<file path="config.mk">
export PLATFORM = sky130hd
export DESIGN_NAME = usb_dma_pin_function_config
export DESIGN_NICKNAME = d
export VERILOG_FILES = /design/src/pinfunc_pkg.sv /design/src/pin_sync.sv /design/src/ack_encoder.sv /design/src/usb_dma_pin_function_config.sv
export SDC_FILE = /design/constraint.sdc
export NUM_CORES = 1
export LEC_CHECK = 0
export ABC_AREA = 1
export BUFFER_PORTS_ARGS = -buffer_cell sky130_fd_sc_hd__clkbuf_2
export CAP_MARGIN = 0
export CORE_MARGIN = 2
export CORE_UTILIZATION = 45
export CTS_BUF_LIST = sky130_fd_sc_hd__clkbuf_4 sky130_fd_sc_hd__clkbuf_8 sky130_fd_sc_hd__clkbuf_16
export DETAILED_ROUTE_END_ITERATION = 10
export MAX_ROUTING_LAYER = met4
export PLACE_DENSITY = 0.75
export SYNTH_ARGS = -nofsm -noshare
export SYNTH_HDL_FRONTEND = slang
export SYNTH_SLANG_ARGS = --single-unit
</file>
<file path="constraint.sdc">
create_clock -name clk -period 1.1 [get_ports clk]
set_clock_uncertainty 0.2 [all_clocks]
set_input_delay 0.055 -clock clk [delete_from_list [all_inputs] [get_ports clk]]
set_output_delay 0.055 -clock clk [all_outputs]
set_load 0.005 [all_outputs]
</file>
<file path="src/pinfunc_pkg.sv">
// constants for the usb, dma and pin function configuration block
package pinfunc_pkg;
  // configuration register offsets
  localparam logic [7:0] OFS_STRAP_STATUS = 8'h70;
  localparam logic [7:0] OFS_FAST_DMA = 8'h71;
  localparam logic [7:0] OFS_PIN_FUNC = 8'h72;
  localparam logic [7:0] OFS_REQ_SRC = 8'h73;
  // reset values
  localparam logic [7:0] RST_FAST_DMA = 8'h00;
  localparam logic [7:0] RST_PIN_FUNC = 8'h80;
  localparam logic [7:0] RST_REQ_SRC = 8'h00;
  // writable bit masks, reserved bits read as zero
  localparam logic [7:0] MASK_FAST_DMA = 8'hef;
  localparam logic [7:0] MASK_PIN_FUNC = 8'hef;
  localparam logic [7:0] MASK_REQ_SRC = 8'h06;
  // pin function register fields
  localparam int PF_USB_EN = 7;
  localparam int PF_PORT0_EN = 6;
  localparam int PF_PORT1_EN = 5;
  localparam int PF_WAKE_DIR = 3;
  localparam int PF_DACK_HI_DIR = 2;
  localparam int PF_ACK_ENC_EN = 1;
  localparam int PF_IRQ_ALT = 0;
  // request source register fields
  localparam int RS_IRQ12 = 2;
  localparam int RS_WAKE = 1;
  // strap status field
  localparam int KS_INTERNAL = 3;
  // encoder output when no acknowledge is active
  localparam logic [2:0] ENC_IDLE = 3'h0;
endpackage

</file>
<file path="src/pin_sync.sv">
// two flop synchroniser for pin inputs
`timescale 1ns/100ps
module pin_sync #(
  parameter int W = 1
) (
  input wire logic clk,
  input wire logic rst_n,
  input wire logic [W-1:0] pin_in,
  output logic [W-1:0] pin_sync_out
);
  logic [W-1:0] meta_ff; // first stage, read only by second stage

  // two stage capture
  always_ff @(posedge clk or negedge rst_n)
  begin
    if (!rst_n)
    begin
      meta_ff <= '0;
      pin_sync_out <= '0;
    end
    else
    begin
      meta_ff <= pin_in;
      pin_sync_out <= meta_ff;
    end
  end
endmodule // pin_sync

</file>
<file path="src/ack_encoder.sv">
// priority encoder of active low dma acknowledges onto a three bit code
`timescale 1ns/100ps
module ack_encoder
  import pinfunc_pkg::*;
(
  input wire logic [7:0] ack_n,
  output logic [2:0] code,
  output logic any_ack
);
  // lowest numbered active acknowledge wins
  always_comb
  begin
    code = ENC_IDLE;
    any_ack = 1'b0;
    for (int i = 7; i >= 0; i--)
    begin
      if (!ack_n[i])
      begin
        code = 3'(i);
        any_ack = 1'b1;
      end
    end
  end
endmodule // ack_encoder

</file>
<file path="src/usb_dma_pin_function_config.sv">
// configuration registers and pin multiplexing for usb, dma and irq pins
`timescale 1ns/100ps
module usb_dma_pin_function_config
  import pinfunc_pkg::*;
(
  input wire logic clk,
  input wire logic rst_n,
  // configuration access port
  input wire logic [7:0] cfg_addr,
  input wire logic cfg_wr,
  input wire logic cfg_rd,
  input wire logic [7:0] cfg_wdata,
  output logic [7:0] cfg_rdata_ff,
  // straps and internal status
  input wire logic kbd_internal_strap,
  input wire logic ps2_mouse_en,
  // board dma request pins, shared with usb port 0
  input wire logic [1:0] board_dma_request_i,
  output logic [1:0] board_dma_request_o_ff,
  output logic [1:0] board_dma_request_oe_ff,
  // board irq pins, shared with usb port 1
  input wire logic [1:0] board_irq_input_i,
  output logic [1:0] board_irq_input_o_ff,
  output logic [1:0] board_irq_input_oe_ff,
  // alternate irq pins
  input wire logic [1:0] alt_irq_pin_i,
  // irq12 pin
  input wire logic irq12_i,
  // wake pin
  input wire logic wake_pin_zero_i,
  output logic wake_pin_zero_o_ff,
  output logic wake_pin_zero_oe_ff,
  input wire logic wake_drive_val,
  // dack 7:6 pins
  input wire logic [1:0] dack_hi_pin_i,
  output logic [1:0] dack_hi_pin_o_ff,
  output logic [1:0] dack_hi_pin_oe_ff,
  // usb core side
  input wire logic [1:0] port0_tx,
  input wire logic port0_tx_en,
  input wire logic [1:0] port1_tx,
  input wire logic port1_tx_en,
  output logic [1:0] port0_rx_ff,
  output logic [1:0] port1_rx_ff,
  output logic usb_enable_ff,
  // dma and interrupt controller side
  input wire logic [7:0] dma_ack_n,
  output logic [1:0] dma_request_ff,
  output logic [1:0] board_irq_ff,
  output logic [7:0] fast_dma_ch_ff,
  output logic [1:0] dack_hi_in_ff,
  output logic mouse_serial_data_ff,
  output logic [2:0] encoded_dma_ack_ff,
  output logic encoded_dma_ack_oe_ff
);
  logic [7:0] fast_dma_ff; // fast channel select
  logic [7:0] pin_func_ff; // usb and pin function control
  logic [7:0] req_src_ff; // request source select
  logic [1:0] dreq_s; // synced dma request pins
  logic [1:0] irq_s; // synced irq pins
  logic [1:0] alt_s; // synced alternate irq pins
  logic [1:0] dack_s; // synced dack pins
  logic irq12_s; // synced irq12
  logic wake_s; // synced wake pin
  logic [2:0] enc_code; // encoder output
  logic enc_any; // some ack active
  logic port0_on; // usb port 0 owns request pins
  logic port1_on; // usb port 1 owns irq pins
  logic alt_valid; // alternate irq routing allowed
  logic [1:0] nxt_dma_request; // next dma request to controller
  logic [1:0] nxt_board_irq; // next irq to controller
  logic [7:0] nxt_rdata; // read mux

  // pin synchronisers
  pin_sync #(.W(10)) u_sync (
    .clk(clk),
    .rst_n(rst_n),
    .pin_in({board_dma_request_i, board_irq_input_i, alt_irq_pin_i,
      dack_hi_pin_i, irq12_i, wake_pin_zero_i}),
    .pin_sync_out({dreq_s, irq_s, alt_s, dack_s, irq12_s, wake_s})
  );

  // acknowledge encoder
  ack_encoder u_enc (
    .ack_n(dma_ack_n),
    .code(enc_code),
    .any_ack(enc_any)
  );

  // usb ports take the pins only while usb is enabled
  assign port0_on = pin_func_ff[PF_USB_EN] & pin_func_ff[PF_PORT0_EN];
  assign port1_on = pin_func_ff[PF_USB_EN] & pin_func_ff[PF_PORT1_EN];
  // alternate irq pins need encoder or internal controller
  assign alt_valid = pin_func_ff[PF_IRQ_ALT] &
    (pin_func_ff[PF_ACK_ENC_EN] | kbd_internal_strap);

  // fast dma register, reserved bit held zero
  always_ff @(posedge clk or negedge rst_n)
  begin
    if (!rst_n)
      fast_dma_ff <= RST_FAST_DMA;
    else if (cfg_wr && cfg_addr == OFS_FAST_DMA)
      fast_dma_ff <= cfg_wdata & MASK_FAST_DMA;
  end

  // pin function register
  always_ff @(posedge clk or negedge rst_n)
  begin
    if (!rst_n)
      pin_func_ff <= RST_PIN_FUNC;
    else if (cfg_wr && cfg_addr == OFS_PIN_FUNC)
      pin_func_ff <= cfg_wdata & MASK_PIN_FUNC;
  end

  // request source register, only bits 2:1 kept
  always_ff @(posedge clk or negedge rst_n)
  begin
    if (!rst_n)
      req_src_ff <= RST_REQ_SRC;
    else if (cfg_wr && cfg_addr == OFS_REQ_SRC)
      req_src_ff <= cfg_wdata & MASK_REQ_SRC;
  end

  // read data mux, strap bit is read only
  always_comb
  begin
    nxt_rdata = 8'h00;
    unique case (cfg_addr)
      OFS_STRAP_STATUS: nxt_rdata[KS_INTERNAL] = kbd_internal_strap;
      OFS_FAST_DMA: nxt_rdata = fast_dma_ff;
      OFS_PIN_FUNC: nxt_rdata = pin_func_ff;
      OFS_REQ_SRC: nxt_rdata = req_src_ff;
      default: nxt_rdata = 8'h00;
    endcase
  end

  // read data register, loaded on a read strobe
  always_ff @(posedge clk or negedge rst_n)
  begin
    if (!rst_n)
      cfg_rdata_ff <= 8'h00;
    else if (cfg_rd)
      cfg_rdata_ff <= nxt_rdata;
  end

  // dma request sources
  always_comb
  begin
    nxt_dma_request = port0_on ? 2'b00 : dreq_s;
    if (req_src_ff[RS_IRQ12])
      nxt_dma_request[0] = irq12_s;
    else if (req_src_ff[RS_WAKE] && !ps2_mouse_en)
      nxt_dma_request[0] = wake_s;
  end

  // irq sources to interrupt controller
  always_comb
  begin
    if (alt_valid)
      nxt_board_irq = alt_s;
    else if (port1_on)
      nxt_board_irq = 2'b00;
    else
      nxt_board_irq = irq_s;
  end

  // controller side outputs
  always_ff @(posedge clk or negedge rst_n)
  begin
    if (!rst_n)
    begin
      dma_request_ff <= 2'b00;
      board_irq_ff <= 2'b00;
      fast_dma_ch_ff <= RST_FAST_DMA;
      usb_enable_ff <= RST_PIN_FUNC[PF_USB_EN];
      dack_hi_in_ff <= 2'b11;
      mouse_serial_data_ff <= 1'b0;
    end
    else
    begin
      dma_request_ff <= nxt_dma_request;
      board_irq_ff <= nxt_board_irq;
      fast_dma_ch_ff <= fast_dma_ff;
      usb_enable_ff <= pin_func_ff[PF_USB_EN];
      // input path of dack pins while they are inputs
      dack_hi_in_ff <= pin_func_ff[PF_DACK_HI_DIR] ? 2'b11 : dack_s;
      // wake pin carries mouse data whenever mouse is on
      mouse_serial_data_ff <= ps2_mouse_en & wake_s;
    end
  end

  // usb port pins, inputs until a port drives
  always_ff @(posedge clk or negedge rst_n)
  begin
    if (!rst_n)
    begin
      board_dma_request_oe_ff <= 2'b00;
      board_dma_request_o_ff <= 2'b00;
      board_irq_input_oe_ff <= 2'b00;
      board_irq_input_o_ff <= 2'b00;
      port0_rx_ff <= 2'b00;
      port1_rx_ff <= 2'b00;
    end
    else
    begin
      board_dma_request_oe_ff <= {2{port0_on & port0_tx_en}};
      board_dma_request_o_ff <= port0_tx;
      board_irq_input_oe_ff <= {2{port1_on & port1_tx_en}};
      board_irq_input_o_ff <= port1_tx;
      port0_rx_ff <= port0_on ? dreq_s : 2'b00;
      port1_rx_ff <= port1_on ? irq_s : 2'b00;
    end
  end

  // wake and dack pin drivers, encoded ack
  always_ff @(posedge clk or negedge rst_n)
  begin
    if (!rst_n)
    begin
      wake_pin_zero_oe_ff <= 1'b0;
      wake_pin_zero_o_ff <= 1'b0;
      dack_hi_pin_oe_ff <= 2'b00;
      dack_hi_pin_o_ff <= 2'b11;
      encoded_dma_ack_ff <= ENC_IDLE;
      encoded_dma_ack_oe_ff <= 1'b0;
    end
    else
    begin
      wake_pin_zero_oe_ff <= pin_func_ff[PF_WAKE_DIR];
      wake_pin_zero_o_ff <= wake_drive_val;
      dack_hi_pin_oe_ff <= {2{pin_func_ff[PF_DACK_HI_DIR]}};
      dack_hi_pin_o_ff <= dma_ack_n[7:6];
      // code valid only while some acknowledge is active
      encoded_dma_ack_ff <= pin_func_ff[PF_ACK_ENC_EN] ? enc_code
        : ENC_IDLE;
      encoded_dma_ack_oe_ff <= pin_func_ff[PF_ACK_ENC_EN] & enc_any;
    end
  end

  // checks
  property p_fast_reserved;
    @(posedge clk) disable iff (!rst_n)
    cfg_wr && cfg_addr == OFS_FAST_DMA |=> fast_dma_ff[4] == 1'b0
      && fast_dma_ff[3:0] == $past(cfg_wdata[3:0]);
  endproperty
  a_fast_reserved: assert property (p_fast_reserved)
    else $error("fast dma register write wrong");

  property p_usb_port0;
    @(posedge clk) disable iff (!rst_n)
    port0_on && !req_src_ff[RS_IRQ12] && !req_src_ff[RS_WAKE]
      |=> dma_request_ff == 2'b00;
  endproperty
  a_usb_port0: assert property (p_usb_port0)
    else $error("dma request leaked while port 0 owns pins");

  property p_irq12_req;
    @(posedge clk) disable iff (!rst_n)
    req_src_ff[RS_IRQ12] |=> dma_request_ff[0] == $past(irq12_s);
  endproperty
  a_irq12_req: assert property (p_irq12_req)
    else $error("irq12 not routed as dma request");

  property p_wake_req;
    @(posedge clk) disable iff (!rst_n)
    !req_src_ff[RS_IRQ12] && req_src_ff[RS_WAKE] && !ps2_mouse_en
      |=> dma_request_ff[0] == $past(wake_s);
  endproperty
  a_wake_req: assert property (p_wake_req)
    else $error("wake pin not routed as dma request");

  property p_port1_irq;
    @(posedge clk) disable iff (!rst_n)
    port1_on && !alt_valid |=> board_irq_ff == 2'b00
      && port1_rx_ff == $past(irq_s);
  endproperty
  a_port1_irq: assert property (p_port1_irq)
    else $error("irq pins not handed to usb port 1");

  property p_usb_input;
    @(posedge clk) disable iff (!rst_n)
    !port0_tx_en |=> board_dma_request_oe_ff == 2'b00;
  endproperty
  a_usb_input: assert property (p_usb_input)
    else $error("usb pin driven without request");

  property p_dack_dir;
    @(posedge clk) disable iff (!rst_n)
    cfg_wr && cfg_addr == OFS_PIN_FUNC
      |=> ##1 dack_hi_pin_oe_ff == {2{$past(cfg_wdata[PF_DACK_HI_DIR], 2)}};
  endproperty
  a_dack_dir: assert property (p_dack_dir)
    else $error("dack direction does not follow register");

  property p_enc;
    @(posedge clk) disable iff (!rst_n)
    pin_func_ff[PF_ACK_ENC_EN] && !dma_ack_n[5] && &dma_ack_n[4:0]
      |=> encoded_dma_ack_ff == 3'h5 && encoded_dma_ack_oe_ff;
  endproperty
  a_enc: assert property (p_enc)
    else $error("acknowledge encoding wrong");

  property p_alt;
    @(posedge clk) disable iff (!rst_n)
    pin_func_ff[PF_IRQ_ALT] && !pin_func_ff[PF_ACK_ENC_EN]
      && !kbd_internal_strap && !port1_on |=> board_irq_ff == $past(irq_s);
  endproperty
  a_alt: assert property (p_alt)
    else $error("alternate irq pins used while not valid");

  property p_strap;
    @(posedge clk) disable iff (!rst_n)
    cfg_rd && cfg_addr == OFS_STRAP_STATUS
      |=> cfg_rdata_ff == {4'h0, $past(kbd_internal_strap), 3'h0};
  endproperty
  a_strap: assert property (p_strap)
    else $error("strap status read wrong");

  property p_src_res;
    @(posedge clk) disable iff (!rst_n)
    cfg_rd && cfg_addr == OFS_REQ_SRC |=> (cfg_rdata_ff & 8'hf9) == 8'h00;
  endproperty
  a_src_res: assert property (p_src_res)
    else $error("request select reserved bits not zero");
endmodule // usb_dma_pin_function_config

</file>
# After elaboration in Yosys (flattened, before gate mapping)
# Cells that the tools add are included.
[op_classes] n_mul=0 n_reduce_logical=5 n_shift=0 muxes=28 add_sub_neg=0 order_cmp=0 bitwise_logic=8 div=0 eq_ne=4
[ops] op="8-bit by 7-bit == test with 1-bit output (second input constant)" count=4
[ops] op="3-bit 2-to-1 mux" count=9
[ops] op="2-bit 2-to-1 mux" count=6
[ops] op="1-bit 2-to-1 mux" count=10
[ops] op="3-bit case mux with 3 select lines" count=1
[ops] op="4-bit case mux with 2 select lines" count=1
[ops] op="1-bit bitwise AND" count=7
[ops] op="1-bit logical AND" count=4
[ops] op="1-bit case mux with 3 select lines" count=1
[ops] op="1-bit logical NOT" count=1
[ops] op="1-bit bitwise OR" count=1
[word_totals] n_memories=0 elab_cells=69 out_inout_bits=46 rom_bits=0 latchBits=0 reg_bits=78 mem_bits_rw=0

# Depth between registers and ports, before layout
[logic_depth] ltp_word=9 ltp_mapped=8 depth_no_buf=7

# By module
# From an unflattened synthesis, not the netlist that was laid out.
[unflattened] cells_unflattened=255 area_unflattened_um2=2831.5
[modules_own_cells] module="usb_dma_pin_function_config" area_per_inst_um2=2252.2 n_inst=1 cells_each=217
[modules_own_cells] module="pin_sync" area_per_inst_um2=500.5 n_inst=1 cells_each=20
[modules_own_cells] module="ack_encoder" area_per_inst_um2=78.8 n_inst=1 cells_each=18

# Worst setup path after synthesis
# Ideal clock, no wire load.
[synth_path] path_kind="flip-flop to flip-flop" startpoint="register pin_func_ff[7]" endpoint="register dma_request_ff[0]" required_ns=0.782 stages_incl_launch_ff=5 arrival_time_ns=0.906 n_path_buf=0 setup_slack_ns=-0.124 cell_sequence="dfstp_2 > nand2_1 > nand3_1 > a21oi_1 > a21o_1"
[synth_between] elab_chain_len=4
[synth_rtl] element="from (decl)" line="usb_dma_pin_function_config.sv:57" source="logic [7:0] pin_func_ff;"
[synth_rtl] element="from (signal assigned)" line="usb_dma_pin_function_config.sv:112" source="pin_func_ff <= cfg_wdata & MASK_PIN_FUNC;"
[synth_rtl] element="1-bit bitwise AND" line="usb_dma_pin_function_config.sv:91" source="assign port0_on = pin_func_ff[PF_USB_EN] & pin_func_ff[PF_PORT0_EN];"
[synth_rtl] element="2-bit 2-to-1 mux" line="usb_dma_pin_function_config.sv:149" source="nxt_dma_request = port0_on ? 2'b00 : dreq_s;"
[synth_rtl] element="1-bit 2-to-1 mux" line="usb_dma_pin_function_config.sv:152" source="else if (req_src_ff[RS_WAKE] && !ps2_mouse_en)"
[synth_rtl] element="1-bit 2-to-1 mux" line="usb_dma_pin_function_config.sv:150" source="if (req_src_ff[RS_IRQ12])"
[synth_rtl] element="net nxt_dma_request[0]" line="usb_dma_pin_function_config.sv:70" source="logic [1:0] nxt_dma_request;"
[synth_rtl] element="to (signal assigned)" line="usb_dma_pin_function_config.sv:181" source="dma_request_ff <= nxt_dma_request;"
[synth_rtl] element="to (decl)" line="usb_dma_pin_function_config.sv:48" source="output logic [1:0] dma_request_ff,"
# The timed path passes the listed nets, and every way through them passes these cells.
# A chain may end at the register's enable or synchronous reset.

# Worst setup path in the final report
[layout_path] startpoint="register dack_hi_pin_o_ff[0]" endpoint="output dack_hi_pin_o_ff[0]"
[layout_lines] element="from (decl)" line="usb_dma_pin_function_config.sv:36" source="output logic [1:0] dack_hi_pin_o_ff,"
[layout_lines] element="from (signal assigned)" line="usb_dma_pin_function_config.sv:232" source="dack_hi_pin_o_ff <= dma_ack_n[7:6];"
# No word-level cell between the ends.

==> results.txt <==
H-tree Lvls: 3
GPL Wtd Cong: 0.829
Comb pwr share: 0.105
Fin nets: 442
Core area: 0.00596 mm2
Die Y: 82.6 um
Maxcap violations: 0
Crit path launch: dack_hi_pin_o_ff[0]
Max incr delay on CP: 530 ps
Root Buffer: clkbuf_8
Max-slew violation count: 0
Initial antenna violation count: 0
First-pass GRT wire length: 9.60 mm
Arr. time, crit path: 970 ps
Unrepaired setup endpoints after global routing: true
CP Capture Type: primary output
Die ar.: 0.00683 mm2
Ports: 93
Detailed-route DRC error count: 0
Starting density of the core: 0.467
Area share of the largest cell type after synthesis: 0.639
Hold Fails Final Rpt: 3
Register share of total power: 0.554
Final min period: 1220 ps
Violated checks: negative hold slack, negative setup slack
Sw power: 1.27 mW
Post-Synth XOR/XNOR Area: 0
Critical Path End: dack_hi_pin_o_ff[0]
Pwr Density: 1350 mW/mm2
Area fraction in compound gates after synthesis: 0.0612
Maximum vdd drop: 0.00114 V
Internal power: 4.22 mW
Reg-to-reg slack, setup: -110 ps
Hold path depth: 5
P&R area growth vs syn: 46.8%
Vias per Instance: 4.67
Largest net degree at the start of global routing: 38
Finish-stage setup viols: 13
Worst-path clk slew: 70 ps
# rows: 28
Drt first pass iters: 4
Syn Inst Count: 244
Inserted Clock Buffers: 9
Period utilisation layout: 1.11
Worst Reg-to-Reg Cells: 5
Share of post-route cells with drive strength above 1: 0.398
Most common cell after layout, fill and taps aside: clkbuf_2
Detailed Route WL: 6.04 mm
Hold slack: -32.2 ps
Synth area leaders: dfrtp_1 (64%), nand2_1 (7.8%), dfstp_2 (5.7%), nand3_1 (4.0%), inv_1 (3.2%)
Antenna cells: 0
Sequential fraction of the synthesis area: 0.695
Final ANT Viol Nets: 0
Status: complete, but fails checks
GRT Total Usage: 0.197
Filler cells: 457
Crit path buffers/inverters: 1
Setup ws final: -121 ps
Worst setup SP type: register
Synth cell types: 24
P_leak: 2.20 nW
Wire length per cell: 12.7 um
Clock buffer depth: 2
Mapped Area: 0.00278 mm2
Post-DP Area: 0.00342 mm2
Design area: 0.00408 mm2
CP Data Required Time: 840 ps
Worst Hold Class: input pin to register
Power Total: 5.50 mW
Largest family of logic cells by synthesized area: simple AND/OR/NAND/NOR gates
Multi-input logic area: 752 um2
Worst skew pair latency: 340 ps
FF+latch area: 0.00194 mm2
Finished Layout Cells: 474
Crit-path max FO: 1
Synthesized flop and latch total: 77
Max stage delay cell, worst path: dfstp_2
Crit path max-delay family: flip-flops
Commonest cells after routing, fill and taps aside: clkbuf_2 (85), dfrtp_1 (70), nand2_1 (57)
Simple-Gate Fraction of Synth Area: 0.186
Die Wd: 82.6 um
Yosys Warn Count: 0
Critical-path cell list: clkbuf_2
Clock share of power: 0.341
CP Class: register to primary output
Mux cell area share after synthesis: 0
Max Clock Freq: 0.819 GHz
Post-Synth Adder-Cell Area: 0
Switching Share: 0.232
Cell accounting for the most synthesized area: dfrtp_1
R2r startpoint: pin_func_ff[7]
Syn Area/Cell: 11.4 um2
Reg-to-Reg End: cfg_rdata_ff[7]
Number of global-route vias before repair: 2,149
Clk sinks: 77
Port Buffers: 89
CTS tree: yes
Vias: 2,212
Post-DP HPWL: 4.13 mm
DR iter-0 viols: 104
Placed Cells: 416
Grt ovf: 0
Critical path depth: 1
synthesized netlist by cell type:
| master | n |
|---|---|
| a21o_1 | 1 |
| buf_4 | 5 |
| buf_6 | 2 |
| o21ai_1 | 1 |
| dfrtp_1 | 71 |
| o21ai_0 | 16 |
| nor2_4 | 3 |
| inv_1 | 24 |
| dfstp_2 | 6 |
| o21a_1 | 4 |
| nor2_8 | 2 |
| buf_2 | 1 |
| nand3_2 | 1 |
| or2_2 | 2 |
| conb_1 | 1 |
| nor2_1 | 9 |
| nand4_1 | 2 |
| a31oi_1 | 1 |
| nand2_4 | 2 |
| nand2_1 | 58 |
| nand2_2 | 4 |
| nand3_1 | 22 |
| a21oi_1 | 3 |
| o21ai_2 | 3 |
final cells by class:
| type | count | share of cell area |
|---|---|---|
| inverter | 24 | 0.0221 |
| clock inverter | 2 | 0.00245 |
| tap | 75 | 0.0230 |
| sequential | 77 | 0.474 |
| clock buffer | 13 | 0.0392 |
| multi-input combinational | 136 | 0.184 |
| timing repair buffer | 147 | 0.255 |
through the flow:
step / util / setup slack, ps / hold WS, ps / TNS, ps
finish: 0.686 / -121 / -32.2 / -1110
global route: 0.686 / -179 / -1.34 / -1960
CTS: 0.670 / -136 / -48.0 / -1460
detailed placement: 0.574 / -131 / -322 / -2420
global placement: 0.574 / -74.9 / -321 / -1240
floorplan: - / -79.0 / -441 / -136
repair_timing:
item                                    4_1_cts  5_1_grt
hold buffers                                 38        2
gates resized for setup                       7       17
endpoints found under the setup margin       17       39
buffers inserted                              0        3
pin swaps                                     0        6
hold endpoints to repair                    127        3
flip-flops by register name, indices dropped and copies added, names as in the netlist, 2 cells and up:
register,count
port0_rx_ff,2
dack_hi_in_ff,2
board_irq_input_o_ff,2
encoded_dma_ack_ff,3
board_irq_ff,2
cfg_rdata_ff,7
req_src_ff,2
dack_hi_pin_o_ff,2
fast_dma_ch_ff,7
board_dma_request_o_ff,2
port1_rx_ff,2
fast_dma_ff,7
pin_func_ff,7
u_sync.pin_sync_out,10
u_sync.meta_ff,10
dma_request_ff,2
layer usage:
metal / up-vias / share of wire / global-route usage
met2: 76 / 0.50 / 0.311
met5: - / 0 / -
li1: 1064 / - / -
met3: 12 / 0.060 / 0.0435
met4: 0 / 0.018 / 0.0885
met1: 1060 / 0.42 / 0.245
worst min-delay path by stage:
stage | start | end | slack, ps
CTS | cfg_addr[1] | req_src_ff[2] | -50
detailed placement | rst_n | encoded_dma_ack_ff[0] | -320
finish | cfg_addr[1] | req_src_ff[2] | -30
floorplan | rst_n | board_dma_request_o_ff[0] | -440
global route | cfg_addr[1] | req_src_ff[1] | -1
global placement | rst_n | encoded_dma_ack_ff[1] | -320
cell families after synthesis:
kind of cell / Yosys count
AOI/OAI and AO/OA: 29
buffers and inverters: 32
DFF: 77
other: 1
and+or+nand+nor: 105
power by group through the flow:
| stage | Clock [mW] | Sequential, mW | Combinational, mW |
|---|---|---|---|
| floorplan | 0 | 3.09 | 0.146 |
| global placement | 0 | 3.09 | 0.429 |
| detailed placement | 0 | 3.10 | 0.443 |
| CTS | 1.89 | 3.05 | 0.554 |
| global route | 2.03 | 3.06 | 0.640 |
| finish | 1.87 | 3.05 | 0.577 |
No activity file was read; power rests on OpenSTA's default activity.
